## config.mk

```make
export PLATFORM = sky130hd
export DESIGN_NAME = vslc_link_core
export DESIGN_NICKNAME = d
export VERILOG_FILES = /design/src/vslc_pkg.sv /design/src/vslc_ctrl_filter.sv /design/src/vslc_link_core.sv
export SDC_FILE = /design/constraint.sdc
export NUM_CORES = 1
export LEC_CHECK = 0
export BUFFER_PORTS_ARGS = -buffer_cell sky130_fd_sc_hd__buf_2
export CAP_MARGIN = 20
export CORE_MARGIN = 5
export CORE_UTILIZATION = 45
export CTS_CLUSTER_DIAMETER = 80
export DETAILED_ROUTE_END_ITERATION = 8
export GPL_ROUTABILITY_DRIVEN = 1
export SLEW_MARGIN = 10
export SYNTH_ARGS = -nofsm -noshare
export SYNTH_HDL_FRONTEND = slang
export SYNTH_SLANG_ARGS = --single-unit
export TNS_END_PERCENT = 100
```

## constraint.sdc

```tcl
create_clock -name clock -period 11.8 [get_ports clock]
set_input_delay 1.18 -clock clock [delete_from_list [all_inputs] [get_ports clock]]
set_output_delay 1.18 -clock clock [all_outputs]
set_load 0.01 [all_outputs]
```

## src/vslc_pkg.sv

```systemverilog
// Shared constants and types for the video serial link coding core.
// Assumes one pixel clock domain; the lane carries one coded word per cycle.
package vslc_pkg;
    // Coded word layout
    localparam int WORD_W = 28;
    localparam int PAY_W = 24;
    localparam int POS_MARK_UP = 27;
    localparam int POS_MARK_LO = 26;
    localparam int POS_BAL = 25;
    localparam int POS_INT = 24;
    localparam int OFF_W = 5;
    localparam logic [4:0] OFF_MAX = 5'h1B;
    // Normal and compatibility modes
    localparam logic [1:0] MODE_NORM_NOFILT = 2'h0;
    localparam logic [1:0] MODE_NORM_FILT = 2'h1;
    localparam logic [1:0] MODE_SECOND_GEN = 2'h2;
    localparam logic [1:0] MODE_FIRST_GEN = 2'h3;
    // Video control timing, in pixel clocks
    localparam int CTRL_WIN_CYC = 130;
    localparam int CTRL_MIN_PULSE = 3;
    localparam int CTRL_CNT_W = 8;
    // Control code frame carried one bit per word on the integrity bit
    localparam logic [3:0] CODE_HDR = 4'hE;
    localparam int CODE_LEN = 8;
    localparam logic [3:0] CODE_GAP_MAX = 4'h8;
    // Lock acquisition and running disparity
    localparam int LOCK_GOOD_WORDS = 16;
    localparam int LOCK_BAD_WORDS = 4;
    localparam int LOCK_CNT_W = 5;
    localparam int DISP_W = 8;
    localparam logic signed [5:0] DISP_MID = 6'sh0C;

    typedef struct packed {
        logic [23:0] rgb;
        logic pixel_valid;
        logic line_sync;
        logic frame_sync;
    } vslc_pixel_t;

    typedef enum logic [2:0] {
        RX_HUNT = 3'h1,
        RX_VERIFY = 3'h2,
        RX_LOCKED = 3'h4
    } vslc_rx_state_t;
endpackage
```

## src/vslc_ctrl_filter.sv

```systemverilog
// Glitch filter and transition rate limiter for one video control signal.
// Assumes the input is synchronous to clock.
`timescale 1ns/100ps
module vslc_ctrl_filter import vslc_pkg::*; #(
    parameter int MAX_TRANS = 2
) (
    // Clock and reset
    input wire logic clock,
    input wire logic clock_en,
    input wire logic rst_n,
    // Control
    input wire logic glitch_en,
    input wire logic limit_en,
    // Signal
    input wire logic sig_in,
    output logic sig_out
);
    localparam logic [CTRL_CNT_W-1:0] WIN = CTRL_CNT_W'(CTRL_WIN_CYC);
    localparam logic [1:0] MINP = 2'(CTRL_MIN_PULSE);

    function automatic logic [CTRL_CNT_W-1:0] sat_inc(
        input logic [CTRL_CNT_W-1:0] v);
        return (v >= WIN) ? WIN : v + 1'b1;
    endfunction

    logic cand_ff;
    logic [1:0] run_ff;
    logic out_ff;
    logic [CTRL_CNT_W-1:0] age_ff [MAX_TRANS];

    wire logic qual = glitch_en ? ((run_ff == MINP) ? cand_ff : out_ff)
                                : sig_in;
    // Oldest of the last transitions must have left the window
    wire logic allowed = !limit_en || (age_ff[MAX_TRANS-1] >= WIN);
    wire logic fire = (qual != out_ff) && allowed;

    assign sig_out = out_ff;

    always_ff @(posedge clock) begin
        if (!rst_n) begin
            cand_ff <= 1'b0;
            run_ff <= 2'h0;
            out_ff <= 1'b0;
            for (int i = 0; i < MAX_TRANS; i++) age_ff[i] <= WIN;
        end else if (clock_en) begin
            cand_ff <= sig_in;
            if (sig_in != cand_ff) run_ff <= 2'h1;
            else if (run_ff != MINP) run_ff <= run_ff + 2'h1;
            if (fire) begin
                out_ff <= qual;
                age_ff[0] <= '0;
                for (int i = 1; i < MAX_TRANS; i++)
                    age_ff[i] <= sat_inc(age_ff[i-1]);
            end else begin
                for (int i = 0; i < MAX_TRANS; i++)
                    age_ff[i] <= sat_inc(age_ff[i]);
            end
        end
    end
endmodule

```

## src/vslc_link_core.sv

```systemverilog
// Pixel framing and coding core: coder toward the lane, decoder from it.
// Assumes one coded word per pixel clock on each lane direction; the
// received lane may arrive at any bit rotation.
//
// Functional notes
// - 24 colour bits plus three controls per pixel
// - Upper marker high, lower marker low, every word
// - Payload carries scrambled colour, raw in mode 11
// - Balance bit says payload sent inverted or not
// - Integrity bit validates stream, carries control code
// - Coder makes both codings; decoder undoes them unaided
// - 24-bit colour: controls only via integrity bit
// - 18-bit colour: controls may ride as data bits
// - Mode 00/01 normal, filter off/on; 10, 11 compat
// - Mode taken from pins or configuration register
// - Filter on: two transitions/130 (frame sync one), pulses under 3 dropped, unless controls ride as data bits
// - Filter off: two transitions/130 (frame sync one) unless controls ride as data bits, any pulse width
// - Filter suppresses control glitches before coding, unless controls ride as data bits
// - Decoder locks without reference clock, any data
// - Decoder locks without training or sync words
// - Decoder aligns, validates, outputs parallel video
`timescale 1ns/100ps
module vslc_link_core import vslc_pkg::*; (
    // Clock and reset
    input wire logic clock,
    input wire logic clock_en,
    input wire logic rst_n,
    // Configuration
    input wire logic [1:0] cfg_mode_pin,
    input wire logic [1:0] cfg_mode_reg,
    input wire logic cfg_use_reg,
    input wire logic color_18bit,
    input wire logic ctrl_in_data,
    output logic [1:0] mode_active,
    // Parallel video in
    input wire vslc_pixel_t tx_pixel,
    input wire logic [2:0] tx_gp,
    // Lane out
    output logic [WORD_W-1:0] tx_word,
    // Lane in
    input wire logic [WORD_W-1:0] rx_word,
    // Parallel video out
    output vslc_pixel_t rx_pixel,
    output logic [2:0] rx_gp,
    output logic rx_word_valid,
    output logic rx_word_err,
    output logic rx_lock
);
    localparam logic [LOCK_CNT_W-1:0] GOOD_LAST =
        LOCK_CNT_W'(LOCK_GOOD_WORDS - 1);
    localparam logic [LOCK_CNT_W-1:0] BAD_LAST =
        LOCK_CNT_W'(LOCK_BAD_WORDS - 1);

    // Self-synchronising scrambler feedback, shared by both directions
    function automatic logic [PAY_W-1:0] scr_key(input logic [PAY_W-1:0] s);
        return {s[22:0], s[23]} ^ {s[4:0], s[23:5]};
    endfunction

    function automatic logic [4:0] ones(input logic [PAY_W-1:0] v);
        logic [4:0] n;
        n = 5'h0;
        for (int i = 0; i < PAY_W; i++) n = n + {4'h0, v[i]};
        return n;
    endfunction

    // Mode selection
    wire logic [1:0] mode_sel = cfg_use_reg ? cfg_mode_reg
                                            : cfg_mode_pin;
    wire logic filt_en = (mode_sel == MODE_NORM_FILT);
    wire logic limit_en = !mode_sel[1];
    wire logic scr_en = (mode_sel != MODE_FIRST_GEN);
    wire logic as_data = color_18bit && ctrl_in_data;

    // Transmit control filtering
    logic pv_f;
    logic ls_f;
    logic fs_f;

    vslc_ctrl_filter #(.MAX_TRANS(2)) u_filt_pv (
        .clock(clock),
        .clock_en(clock_en),
        .rst_n(rst_n),
        .glitch_en(filt_en),
        .limit_en(limit_en),
        .sig_in(tx_pixel.pixel_valid),
        .sig_out(pv_f)
    );

    vslc_ctrl_filter #(.MAX_TRANS(2)) u_filt_ls (
        .clock(clock),
        .clock_en(clock_en),
        .rst_n(rst_n),
        .glitch_en(filt_en),
        .limit_en(limit_en),
        .sig_in(tx_pixel.line_sync),
        .sig_out(ls_f)
    );

    // Frame sync is kept slow by the host; the limiter only backs it up
    vslc_ctrl_filter #(.MAX_TRANS(1)) u_filt_fs (
        .clock(clock),
        .clock_en(clock_en),
        .rst_n(rst_n),
        .glitch_en(filt_en),
        .limit_en(limit_en),
        .sig_in(tx_pixel.frame_sync),
        .sig_out(fs_f)
    );

    // Transmit coding
    logic [PAY_W-1:0] tx_prev_ff;
    logic signed [DISP_W-1:0] run_disp_ff;
    logic [2:0] tx_slot_ff;
    logic [2:0] tx_snap_ff;
    logic [WORD_W-1:0] tx_word_ff;
    logic [1:0] mode_ff;

    wire logic [PAY_W-1:0] tx_raw = as_data
        ? {tx_pixel.pixel_valid, tx_pixel.line_sync, tx_pixel.frame_sync,
           tx_gp, tx_pixel.rgb[17:0]}
        : tx_pixel.rgb;
    wire logic [PAY_W-1:0] tx_scr = scr_en ? (tx_raw ^ scr_key(tx_prev_ff))
                                           : tx_raw;
    wire logic signed [5:0] tx_d =
        $signed({1'b0, ones(tx_scr)}) - DISP_MID;
    wire logic signed [DISP_W-1:0] tx_dw = DISP_W'(tx_d);
    // Invert when the word would push the running bias further away
    wire logic tx_inv = ((run_disp_ff > 0) && (tx_d > 0)) ||
                        ((run_disp_ff < 0) && (tx_d < 0));
    wire logic [PAY_W-1:0] tx_bal = tx_inv ? ~tx_scr : tx_scr;
    wire logic [3:0] tx_tail = {tx_snap_ff, ^tx_snap_ff};
    wire logic tx_code = tx_slot_ff[2] ? tx_tail[3 - tx_slot_ff[1:0]]
                                       : CODE_HDR[3 - tx_slot_ff[1:0]];
    wire logic tx_int = tx_code ^ (^tx_bal) ^ tx_inv;
    wire logic [WORD_W-1:0] tx_next =
        {1'b1, 1'b0, tx_inv, tx_int, tx_bal};

    assign tx_word = tx_word_ff;
    assign mode_active = mode_ff;

    always_ff @(posedge clock) begin
        if (!rst_n) begin
            tx_prev_ff <= '0;
            run_disp_ff <= '0;
            tx_slot_ff <= 3'h0;
            tx_snap_ff <= 3'h0;
            tx_word_ff <= '0;
            mode_ff <= MODE_NORM_NOFILT;
        end else if (clock_en) begin
            tx_prev_ff <= tx_scr;
            run_disp_ff <= tx_inv ? run_disp_ff - tx_dw
                                  : run_disp_ff + tx_dw;
            tx_slot_ff <= tx_slot_ff + 3'h1;
            if (tx_slot_ff == 3'h3) tx_snap_ff <= {pv_f, ls_f, fs_f};
            tx_word_ff <= tx_next;
            mode_ff <= mode_sel;
        end
    end

    // Receive alignment: any rotation is reachable from two words
    logic [WORD_W-1:0] rx_prev_ff;
    logic [OFF_W-1:0] off_ff;
    vslc_rx_state_t state_ff;
    vslc_rx_state_t nxt_state;
    logic [LOCK_CNT_W-1:0] cnt_ff;

    wire logic [2*WORD_W-1:0] rx_pair = {rx_word, rx_prev_ff};
    wire logic [2*WORD_W-1:0] rx_shift = rx_pair >> off_ff;
    wire logic [WORD_W-1:0] rx_al = rx_shift[WORD_W-1:0];
    wire logic mk_ok = rx_al[POS_MARK_UP] && !rx_al[POS_MARK_LO];
    wire logic locked = (state_ff == RX_LOCKED);
    wire logic slip = !mk_ok && (state_ff != RX_LOCKED);
    wire logic [OFF_W-1:0] off_next =
        (off_ff == OFF_MAX) ? '0 : off_ff + 5'h1;

    // Lock needs nothing but the marker pair in live data
    always_comb begin
        nxt_state = state_ff;
        case (state_ff)
            RX_HUNT: begin
                if (mk_ok) nxt_state = RX_VERIFY;
            end
            RX_VERIFY: begin
                if (!mk_ok) nxt_state = RX_HUNT;
                else if (cnt_ff == GOOD_LAST) nxt_state = RX_LOCKED;
            end
            RX_LOCKED: begin
                if (!mk_ok && cnt_ff == BAD_LAST) nxt_state = RX_HUNT;
            end
            default: nxt_state = RX_HUNT;
        endcase
    end

    always_ff @(posedge clock) begin
        if (!rst_n) begin
            rx_prev_ff <= '0;
            off_ff <= '0;
            state_ff <= RX_HUNT;
            cnt_ff <= '0;
        end else if (clock_en) begin
            rx_prev_ff <= rx_word;
            state_ff <= nxt_state;
            if (slip) off_ff <= off_next;
            if (nxt_state != state_ff) cnt_ff <= '0;
            else if (locked) cnt_ff <= mk_ok ? '0 : cnt_ff + 5'h1;
            else if (mk_ok) cnt_ff <= cnt_ff + 5'h1;
        end
    end

    // Receive decoding
    logic [PAY_W-1:0] rx_sprev_ff;
    logic [CODE_LEN-1:0] code_sr_ff;
    logic [3:0] gap_ff;
    logic [2:0] ctrl_ff;
    vslc_pixel_t rx_pixel_ff;
    logic [2:0] rx_gp_ff;
    logic valid_ff;
    logic err_ff;

    wire logic [PAY_W-1:0] rx_s =
        rx_al[PAY_W-1:0] ^ {PAY_W{rx_al[POS_BAL]}};
    wire logic [PAY_W-1:0] rx_d = scr_en ? (rx_s ^ scr_key(rx_sprev_ff))
                                         : rx_s;
    wire logic rx_code = rx_al[POS_INT] ^ (^rx_al[PAY_W-1:0]) ^
                         rx_al[POS_BAL];
    wire logic [CODE_LEN-1:0] code_nxt = {code_sr_ff[CODE_LEN-2:0], rx_code};
    wire logic frame_ok = (code_nxt[7:4] == CODE_HDR) &&
                          (code_nxt[0] == ^code_nxt[3:1]);
    wire logic good = locked && mk_ok;
    // A missing code frame or broken marker pair marks the stream bad
    wire logic gap_bad = good && !frame_ok && (gap_ff == CODE_GAP_MAX);
    wire logic word_bad = (locked && !mk_ok) || gap_bad;

    assign rx_pixel = rx_pixel_ff;
    assign rx_gp = rx_gp_ff;
    assign rx_word_valid = valid_ff;
    assign rx_word_err = err_ff;
    assign rx_lock = locked;

    always_ff @(posedge clock) begin
        if (!rst_n) begin
            rx_sprev_ff <= '0;
            code_sr_ff <= '0;
            gap_ff <= 4'h0;
            ctrl_ff <= 3'h0;
            rx_pixel_ff <= '0;
            rx_gp_ff <= 3'h0;
            valid_ff <= 1'b0;
            err_ff <= 1'b0;
        end else if (clock_en) begin
            valid_ff <= good && !gap_bad;
            err_ff <= word_bad;
            if (mk_ok) begin
                rx_sprev_ff <= rx_s;
                code_sr_ff <= code_nxt;
            end
            if (!good || frame_ok) gap_ff <= 4'h0;
            else if (gap_ff != CODE_GAP_MAX) gap_ff <= gap_ff + 4'h1;
            if (good && frame_ok) ctrl_ff <= code_nxt[3:1];
            if (good && !gap_bad) begin
                if (as_data) begin
                    rx_pixel_ff.rgb <= {6'h00, rx_d[17:0]};
                    rx_pixel_ff.pixel_valid <= rx_d[23];
                    rx_pixel_ff.line_sync <= rx_d[22];
                    rx_pixel_ff.frame_sync <= rx_d[21];
                    rx_gp_ff <= rx_d[20:18];
                end else begin
                    rx_pixel_ff.rgb <= rx_d;
                    rx_pixel_ff.pixel_valid <= frame_ok ? code_nxt[3]
                                                        : ctrl_ff[2];
                    rx_pixel_ff.line_sync <= frame_ok ? code_nxt[2]
                                                      : ctrl_ff[1];
                    rx_pixel_ff.frame_sync <= frame_ok ? code_nxt[1]
                                                       : ctrl_ff[0];
                    rx_gp_ff <= 3'h0;
                end
            end
        end
    end
endmodule

```

==> out/results.tsv, run 1 <==
stage	metric	value	unit
run_status	status	complete, no violations	
setup_path	crit path from	cfg_use_reg	
timing	RSZ-0062 raised after global routing	false	
timing	fin crit share	81.5	%
global_routing	number of global-route vias before repair	12918	
power_and_ir_drop	Pint	3.63	mW
hold_path	Hold Crit Start	code_sr_ff[6]	
setup_path	CP max FO	25	
floorplanning	row count	70	
yosys	Synth area leaders	dfxtp_1 23%, mux4_2 8.0%, mux2i_1 7.6%	
floorplanning	I/O Pins	131	
clocking	clk buf depth	3	
timing	Max Fclk	0.104	GHz
clocking	Clock transition at path regs	0.06	ns
global_routing	Total Routing Usage GR	21.6	%
hold_path	Worst Hold End	code_sr_ff[6]	
yosys	Synth Warn #	0	
layout	Fill cells	3415	
drt	routed vias	13286	
power_and_ir_drop	Flop pwr share	14.7	%
setup_path	kind of start point of the critical path	input port	
run	maxcap violations	0	
yosys	biggest area consumer among synthesized cells	dfxtp_1	
setup_path	crit-path most repeated cell	a21o_1	
yosys	Post-Syn Instances	1781	
drt	vias per cell	5.68	
clocking	cts bufs inserted	29	
yosys	Avg Cell Area, Syn	9.36	sq um
place	# port buffers	129	
power_and_ir_drop	Logic pwr share	71.1	%
setup_path	crit end category	register	
yosys	synthesized cell area	16700	sq um
drt	final WL	45400	um
clocking	CTS hold repair buffers	0	
clocking	Setup Buffers After CTS	0	
yosys	sequential-to-total area share from yosys stat	30.0	%
clocking	Root Buffer	clkbuf_16	
hold_path	WHS Path Cells	2	
place	DP Wirelength	32800	um
clocking	Skew-Pair Late Insertion Delay	0.58	ns
floorplanning	Die Area	41000	sq um
power_and_ir_drop	pwr/cell area	360	nW/um^2
clocking	CTS tree	built	
yosys	Synth top area share	22.8	%
yosys	Top FF cell, synth	dfxtp_1	
timing	Max Transition Viols Final	0	
timing	# setup viols final	0	
timing	Worst Tran Pin Value	1.05	ns
drt	DRC violations left	0	
power_and_ir_drop	total net switching power	3.00	mW
global_routing	first-pass GRT wire length	72800	um
layout	post-route insts no fill	2338	
setup_path	critical path type	input port to register	
floorplanning	Starting Density	45.6	%
timing	TNS Setup	0	ns
yosys	Yosys cell types	80	
setup_path	CP required	12.23	ns
global_routing	largest net degree at the start of global routing	98	
drt	First DRT Iteration DRCs	977	
layout	synthesis-to-finish area growth	10.6	%
yosys	top cells by count, synth	231 x nor2_1, 190 x dfxtp_1, 180 x nand2_1	
setup_path	Worst R2R End	run_disp_ff[7]	
clocking	post-CTS resize count	0	
global_routing	GR Overflow Total	0	
layout	layout cell share with drive strength beyond 1	17.6	%
floorplanning	Die Y	203	um
drt	WL/cell	19.4	um
clocking	CTS sink count	230	
setup_path	Largest stage delay, worst path	0.59	ns
yosys	Yosys reg bits	230	
drt	post-route ant nets	0	
place	dpl cells	2284	
setup_path	R2R depth	31	
drt	DRT Pass-1 Iters	7	
power_and_ir_drop	Sw Share	45.2	%
power_and_ir_drop	peak supply drop	0.725	mV
global_routing	antenna violations before repair	0	
setup_path	Worst R2R Start	tx_prev_ff[0]	
clocking	H-tree levels	1	
timing	Hold Vio Cnt, Final	0	
layout	nets	1969	
setup_path	critical path's slowest cell	mux2i_1	
yosys	Mapped Nets	1903	
hold_path	Hold Crit Class	register to register	
setup_path	worst path arrival time	10.04	ns
power_and_ir_drop	Design Power	6.63	mW
floorplanning	Die X	203	um
place	GP Congestion	0.928	
power_and_ir_drop	Leak	7.40	nW
power_and_ir_drop	clock power share	14.2	%
timing	min cycle time layout	9.61	ns
timing	relative slew slack	30.2	%
yosys	fraction of registers with async set or reset after synthesis	0	%
yosys	most common cell in the netlist	nor2_1	
setup_path	R2R setup slack	3.45	ns
floorplanning	CORE AREA	36600	sq um
yosys	Post-synth EDFFs	40	
timing	clk_skew	0.0103	ns
layout	antenna cells	0	
## worst max-delay path, delay by kind of cell
family	cells	cell delay, ns
fa+ha+maj	7	3.14
buf+inv	4	0.26
compound gates	10	2.10
xor+xnor	4	1.11
simple gates	7	1.64
mux	1	0.59
## power by group through the flow
stage	clock [mW]	combinational [mW]	sequential [mW]
finish	0.942	4.71	0.976
global route	1.00	5.33	0.989
CTS	0.972	4.75	0.977
detailed placement	0	4.70	0.993
global placement	0	4.65	0.990
floorplan	0	3.86	0.980
## metal layers
| layer | wire (um) | global-route usage, % | vias to the layer above |
|---|---|---|---|
| met4 | 2080 | 8.39 | 0 |
| li1 | - | - | 6420 |
| met1 | 19700 | 28.7 | 6366 |
| met2 | 21100 | 36.0 | 388 |
| met3 | 2410 | 2.92 | 112 |
| met5 | 0 | 0 | - |
## registers in the layout, indices dropped and copies added, names as in the netlist, 2 cells and up
signal            cells
off_ff                5
cnt_ff                5
run_disp_ff           8
mode_active           2
u_filt_ls.age_ff     16
u_filt_fs.run_ff      2
u_filt_ls.run_ff      2
tx_prev_ff           24
gap_ff                4
rx_sprev_ff          24
tx_word              27
rx_pixel             27
tx_snap_ff            3
code_sr_ff            7
tx_slot_ff            3
u_filt_pv.age_ff     16
u_filt_fs.age_ff      8
rx_prev_ff           28
ctrl_ff               3
state_ff              3
rx_gp                 3
u_filt_pv.run_ff      2
## metrics by stage
stage	instance area, sq um	hold slack, ns	utilization, %	setup slack, ns
after global routing	18400	0.489	50.4	1.53
after global placement	17400	0.441	47.6	1.86
final	18400	0.461	50.4	2.19
after CTS	18400	0.463	50.4	2.18
after detailed placement	17400	0.453	47.6	1.60
after floorplan	16700	0.432	-	2.68
## cell type report
type / instances / area [sq um] / share of cell area, %
well taps: 468 / 586 / 3.17
inverters: 66 / 253 / 1.37
repair buffers: 146 / 779 / 4.23
clock inverters: 15 / 181 / 0.983
clock buffers: 39 / 847 / 4.59
flip-flops and latches: 230 / 5010 / 27.2
multi-input cells: 1374 / 10800 / 58.5
## cell usage in the layout, fill, tap and decap left out, drive strengths merged, types with 7 or more instances in the layout
| cell | n |
|---|---|
| mux4 | 72 |
| nor2 | 245 |
| mux2i | 131 |
| o22ai | 22 |
| clkbuf | 39 |
| ha | 36 |
| a21oi | 64 |
| dfxtp | 190 |
| and3 | 8 |
| nor2b | 12 |
| nor3b | 7 |
| a22o | 7 |
| a21o | 14 |
| o211ai | 11 |
| edfxtp | 40 |
| clkinv | 7 |
| inv | 70 |
| a31oi | 10 |
| and2 | 14 |
| nand3 | 35 |
| a211oi | 66 |
| xnor2 | 116 |
| nand2b | 13 |
| xor2 | 127 |
| nand2 | 180 |
| o21a | 8 |
| o21ai | 40 |
| fa | 18 |
| or3 | 7 |
| mux2 | 10 |
| buf | 146 |
| nor3 | 22 |
| a22oi | 18 |
## logic make-up after synthesis
group,after synthesis,share of synthesized area (%)
fa+ha+maj,54,4.86
compound gates,297,12.6
flops,230,30.0
buf+inv,177,5.37
other cells,1,0.0225
xor+xnor,247,13.5
mux,213,18.8
simple gates,562,14.7
## worst max path at each step
stage	slack, ns	endpoint	cells after the start
global placement	1.86	run_disp_ff[7]	33
detailed placement	1.60	run_disp_ff[7]	33
finish	2.19	run_disp_ff[7]	33
global route	1.53	run_disp_ff[7]	33
CTS	2.18	run_disp_ff[7]	33
floorplan	2.68	run_disp_ff[7]	38
Note: power is estimated with default switching activity, not from simulation.
==> inputs of run 2 (changes only) <==
ABC_AREA = 1   (was not set)
PLACE_DENSITY = 0.65   (was not set)
clock period = 8.7 ns   (was 11.8 ns; I/O delays follow)
==> run 2 against run 1 <==
Net effect: clock skew is 0.0015 ns lower; via count is 24% higher; critical path type unchanged; combinational power is 15% higher; worst hold slack worse by 0.024 ns; clock-buffer cell count is 3 higher; worst setup slack worse by 1.6 ns; die area is 3.0% lower; critical path depth is 9 higher; largest power group unchanged; largest cell class unchanged; sequential share of layout area is 0.77 points higher; final area is 2.9% lower.
==> out/results.tsv, run 2 <==
stage	metric	value	unit
drt	routed vias	16413	
yosys	Synth area leaders	dfxtp_1 24%, nand2_1 14%, nand3_1 13%	
yosys	Post-Syn Instances	2409	
setup_path	CP max FO	23	
yosys	Top FF cell, synth	dfxtp_1	
timing	fin crit share	93.3	%
power_and_ir_drop	Design Power	7.83	mW
power_and_ir_drop	Leak	8.27	nW
yosys	top cells by count, synth	616 x nand2_1, 415 x nand3_1, 222 x nor2_1	
timing	relative slew slack	30.4	%
yosys	Synth top area share	23.5	%
timing	RSZ-0062 raised after global routing	false	
floorplanning	Die X	199	um
yosys	Avg Cell Area, Syn	6.71	sq um
clocking	Root Buffer	clkbuf_16	
place	dpl cells	2907	
global_routing	antenna violations before repair	0	
layout	layout cell share with drive strength beyond 1	11.3	%
setup_path	worst path arrival time	8.57	ns
timing	Max Fclk	0.123	GHz
floorplanning	Die Y	199	um
timing	setup ws final	0.586	ns
clocking	H-tree levels	1	
global_routing	GR Overflow Total	0	
clocking	Clock transition at path regs	0.06	ns
yosys	Yosys reg bits	230	
yosys	synthesized cell area	16200	sq um
yosys	fraction of registers with async set or reset after synthesis	0	%
timing	Hold Vio Cnt, Final	0	
power_and_ir_drop	Logic pwr share	69.1	%
timing	TNS Setup	0	ns
floorplanning	I/O Pins	131	
place	Post-Place Worst Slack	-0.0155	ns
setup_path	crit path to	run_disp_ff[7]	
yosys	biggest area consumer among synthesized cells	dfxtp_1	
layout	max reg flops	28	
global_routing	largest net degree at the start of global routing	86	
setup_path	R2R depth	38	
clocking	CTS tree	built	
setup_path	crit end category	register	
power_and_ir_drop	total net switching power	3.98	mW
place	# port buffers	129	
floorplanning	Die Area	39800	sq um
clocking	Skew-Pair Late Insertion Delay	0.57	ns
global_routing	Total Routing Usage GR	24.6	%
layout	largest reg by FF count	rx_prev_ff	
run_status	status	complete, no violations	
drt	vias per cell	5.55	
yosys	Yosys cell types	54	
setup_path	CP required	9.16	ns
power_and_ir_drop	pwr/cell area	437	nW/um^2
layout	synthesis-to-finish area growth	10.9	%
place	DP Wirelength	37000	um
timing	# setup viols final	0	
clocking	CTS sink count	230	
floorplanning	row count	69	
global_routing	number of global-route vias before repair	15180	
run	maxcap violations	0	
drt	post-route ant nets	0	
drt	First DRT Iteration DRCs	1382	
setup_path	critical path type	input port to register	
power_and_ir_drop	clock power share	14.1	%
timing	Worst Tran Pin Value	1.04	ns
hold_path	Hold Crit Class	register to register	
floorplanning	CORE AREA	35500	sq um
global_routing	first-pass GRT wire length	79700	um
layout	nets	2598	
yosys	Synth Warn #	0	
drt	final WL	49900	um
yosys	Post-synth EDFFs	40	
drt	DRC violations left	0	
timing	Max Transition Viols Final	0	
layout	post-route insts no fill	2959	
layout	commonest cells after routing, fill and taps aside	615 x nand2_1, 415 x nand3_1, 220 x nor2_1	
yosys	sequential-to-total area share from yosys stat	31.0	%
layout	commonest non-fill, non-tap cell in the layout	nand2_1	
yosys	most common cell in the netlist	nand2_1	
power_and_ir_drop	peak supply drop	0.736	mV
setup_path	critical path's slowest cell	fa_1	
drt	DRT Pass-1 Iters	6	
timing	min cycle time layout	8.11	ns
setup_path	Worst R2R End	run_disp_ff[7]	
power_and_ir_drop	Sw Share	50.9	%
clocking	cts bufs inserted	28	
clocking	CTS hold repair buffers	0	
layout	Final Util	50.5	%
power_and_ir_drop	Flop pwr share	16.8	%
setup_path	Worst R2R Start	tx_prev_ff[2]	
layout	Fill cells	3558	
power_and_ir_drop	Pint	3.84	mW
timing	clk_skew	0.00876	ns
setup_path	kind of start point of the critical path	input port	
place	GP Congestion	0.953	
drt	WL/cell	16.9	um
clocking	clk buf depth	3	
setup_path	Largest stage delay, worst path	0.56	ns
floorplanning	Starting Density	45.5	%
setup_path	crit path from	cfg_use_reg	
setup_path	R2R setup slack	0.98	ns
yosys	Mapped Nets	2531	
run 2: cell count changes in the layout (fill, tap and decap cells not counted), sizes merged, moves of 21 or more:
| cell | change |
|---|---|
| a211oi | -40 |
| a22o | +21 |
| inv | +137 |
| mux2i | -129 |
| mux4 | -72 |
| nand2 | +448 |
| nand3 | +386 |
| o21ai | +80 |
| xnor2 | -85 |
run 2: stage by stage:
stage | hold WS (ns) | area (sq um)
after floorplan | 0.430 | 16200
after global placement | 0.435 | 17000
after CTS | 0.444 | 17900
after global routing | 0.456 | 17900
after detailed placement | 0.434 | 17000
final | 0.437 | 17900
run 2: cell type report:
cell class | count | area, sq um | area share, %
Multi-Input combinational cell | 1854 | 9820 | 54.8
Sequential cell | 230 | 5010 | 27.9
Timing Repair Buffer | 154 | 853 | 4.76
Clock buffer | 42 | 793 | 4.43
Inverter | 208 | 786 | 4.39
Tap cell | 461 | 577 | 3.22
Clock inverter | 9 | 76.3 | 0.426
Antenna cell | 1 | 2.50 | 0.0140
run 2: logic make-up (layout without fill, tap and decap cells):
logic type	count (synthesis)	after routing	synth area share [%]
AND/OR/NAND/NOR	1365	1365	36.8
buffers and inverters	325	413	8.30
AO/OA/AOI/OAI	285	285	10.7
flip-flops	230	230	31.0
XOR/XNOR	147	147	7.97
adder cells (fa/ha/maj)	54	54	5.02
multiplexers	2	2	0.124
other	1	2	0.0232
run 2: how the worst min path moves through the flow:
stage                start          end  cells past startpoint
3_3_place_gp   tx_word[27]  tx_word[27]                      2
2_1_floorplan   ctrl_ff[2]   ctrl_ff[2]                      2
5_1_grt        tx_word[27]  tx_word[27]                      2
6_report       tx_word[27]  tx_word[27]                      2
3_5_place_dp   tx_word[27]  tx_word[27]                      2
4_1_cts        tx_word[27]  tx_word[27]                      2
run 2: critical path: cells and delay by family:
kind / cells / cell delay [ns]
AO/OA/AOI/OAI: 6 / 0.81
adder cells (fa/ha/maj): 9 / 3.79
XOR/XNOR: 2 / 0.47
AND/OR/NAND/NOR: 15 / 1.84
buffers and inverters: 10 / 0.78
run 2: repair_timing:
action | in CTS | in global routing
endpoints found under the setup margin | 0 | 1
resized for setup | 0 | 4
setup buffers | 0 | 0
run 2: metal layers:
| metal | track usage [%] | up-vias | part of all wire, % | routed length (um) |
|---|---|---|---|---|
| met5 | 0 | - | 0 | 0 |
| met4 | 7.72 | 0 | 3.1 | 1570 |
| met3 | 3.95 | 99 | 7.2 | 3620 |
| met2 | 37.0 | 598 | 43 | 21500 |
| met1 | 36.1 | 7625 | 47 | 23300 |
| li1 | - | 8091 | - | - |
run 2: power groups by stage:
stage               logic [mW]  clock network [mW]  registers, mW
floorplan                 4.10                   0           1.33
global route              6.21                1.18           1.33
detailed placement        5.30                   0           1.33
finish                    5.41                1.11           1.31
CTS                       5.36                1.13           1.31
global placement          5.13                   0           1.33
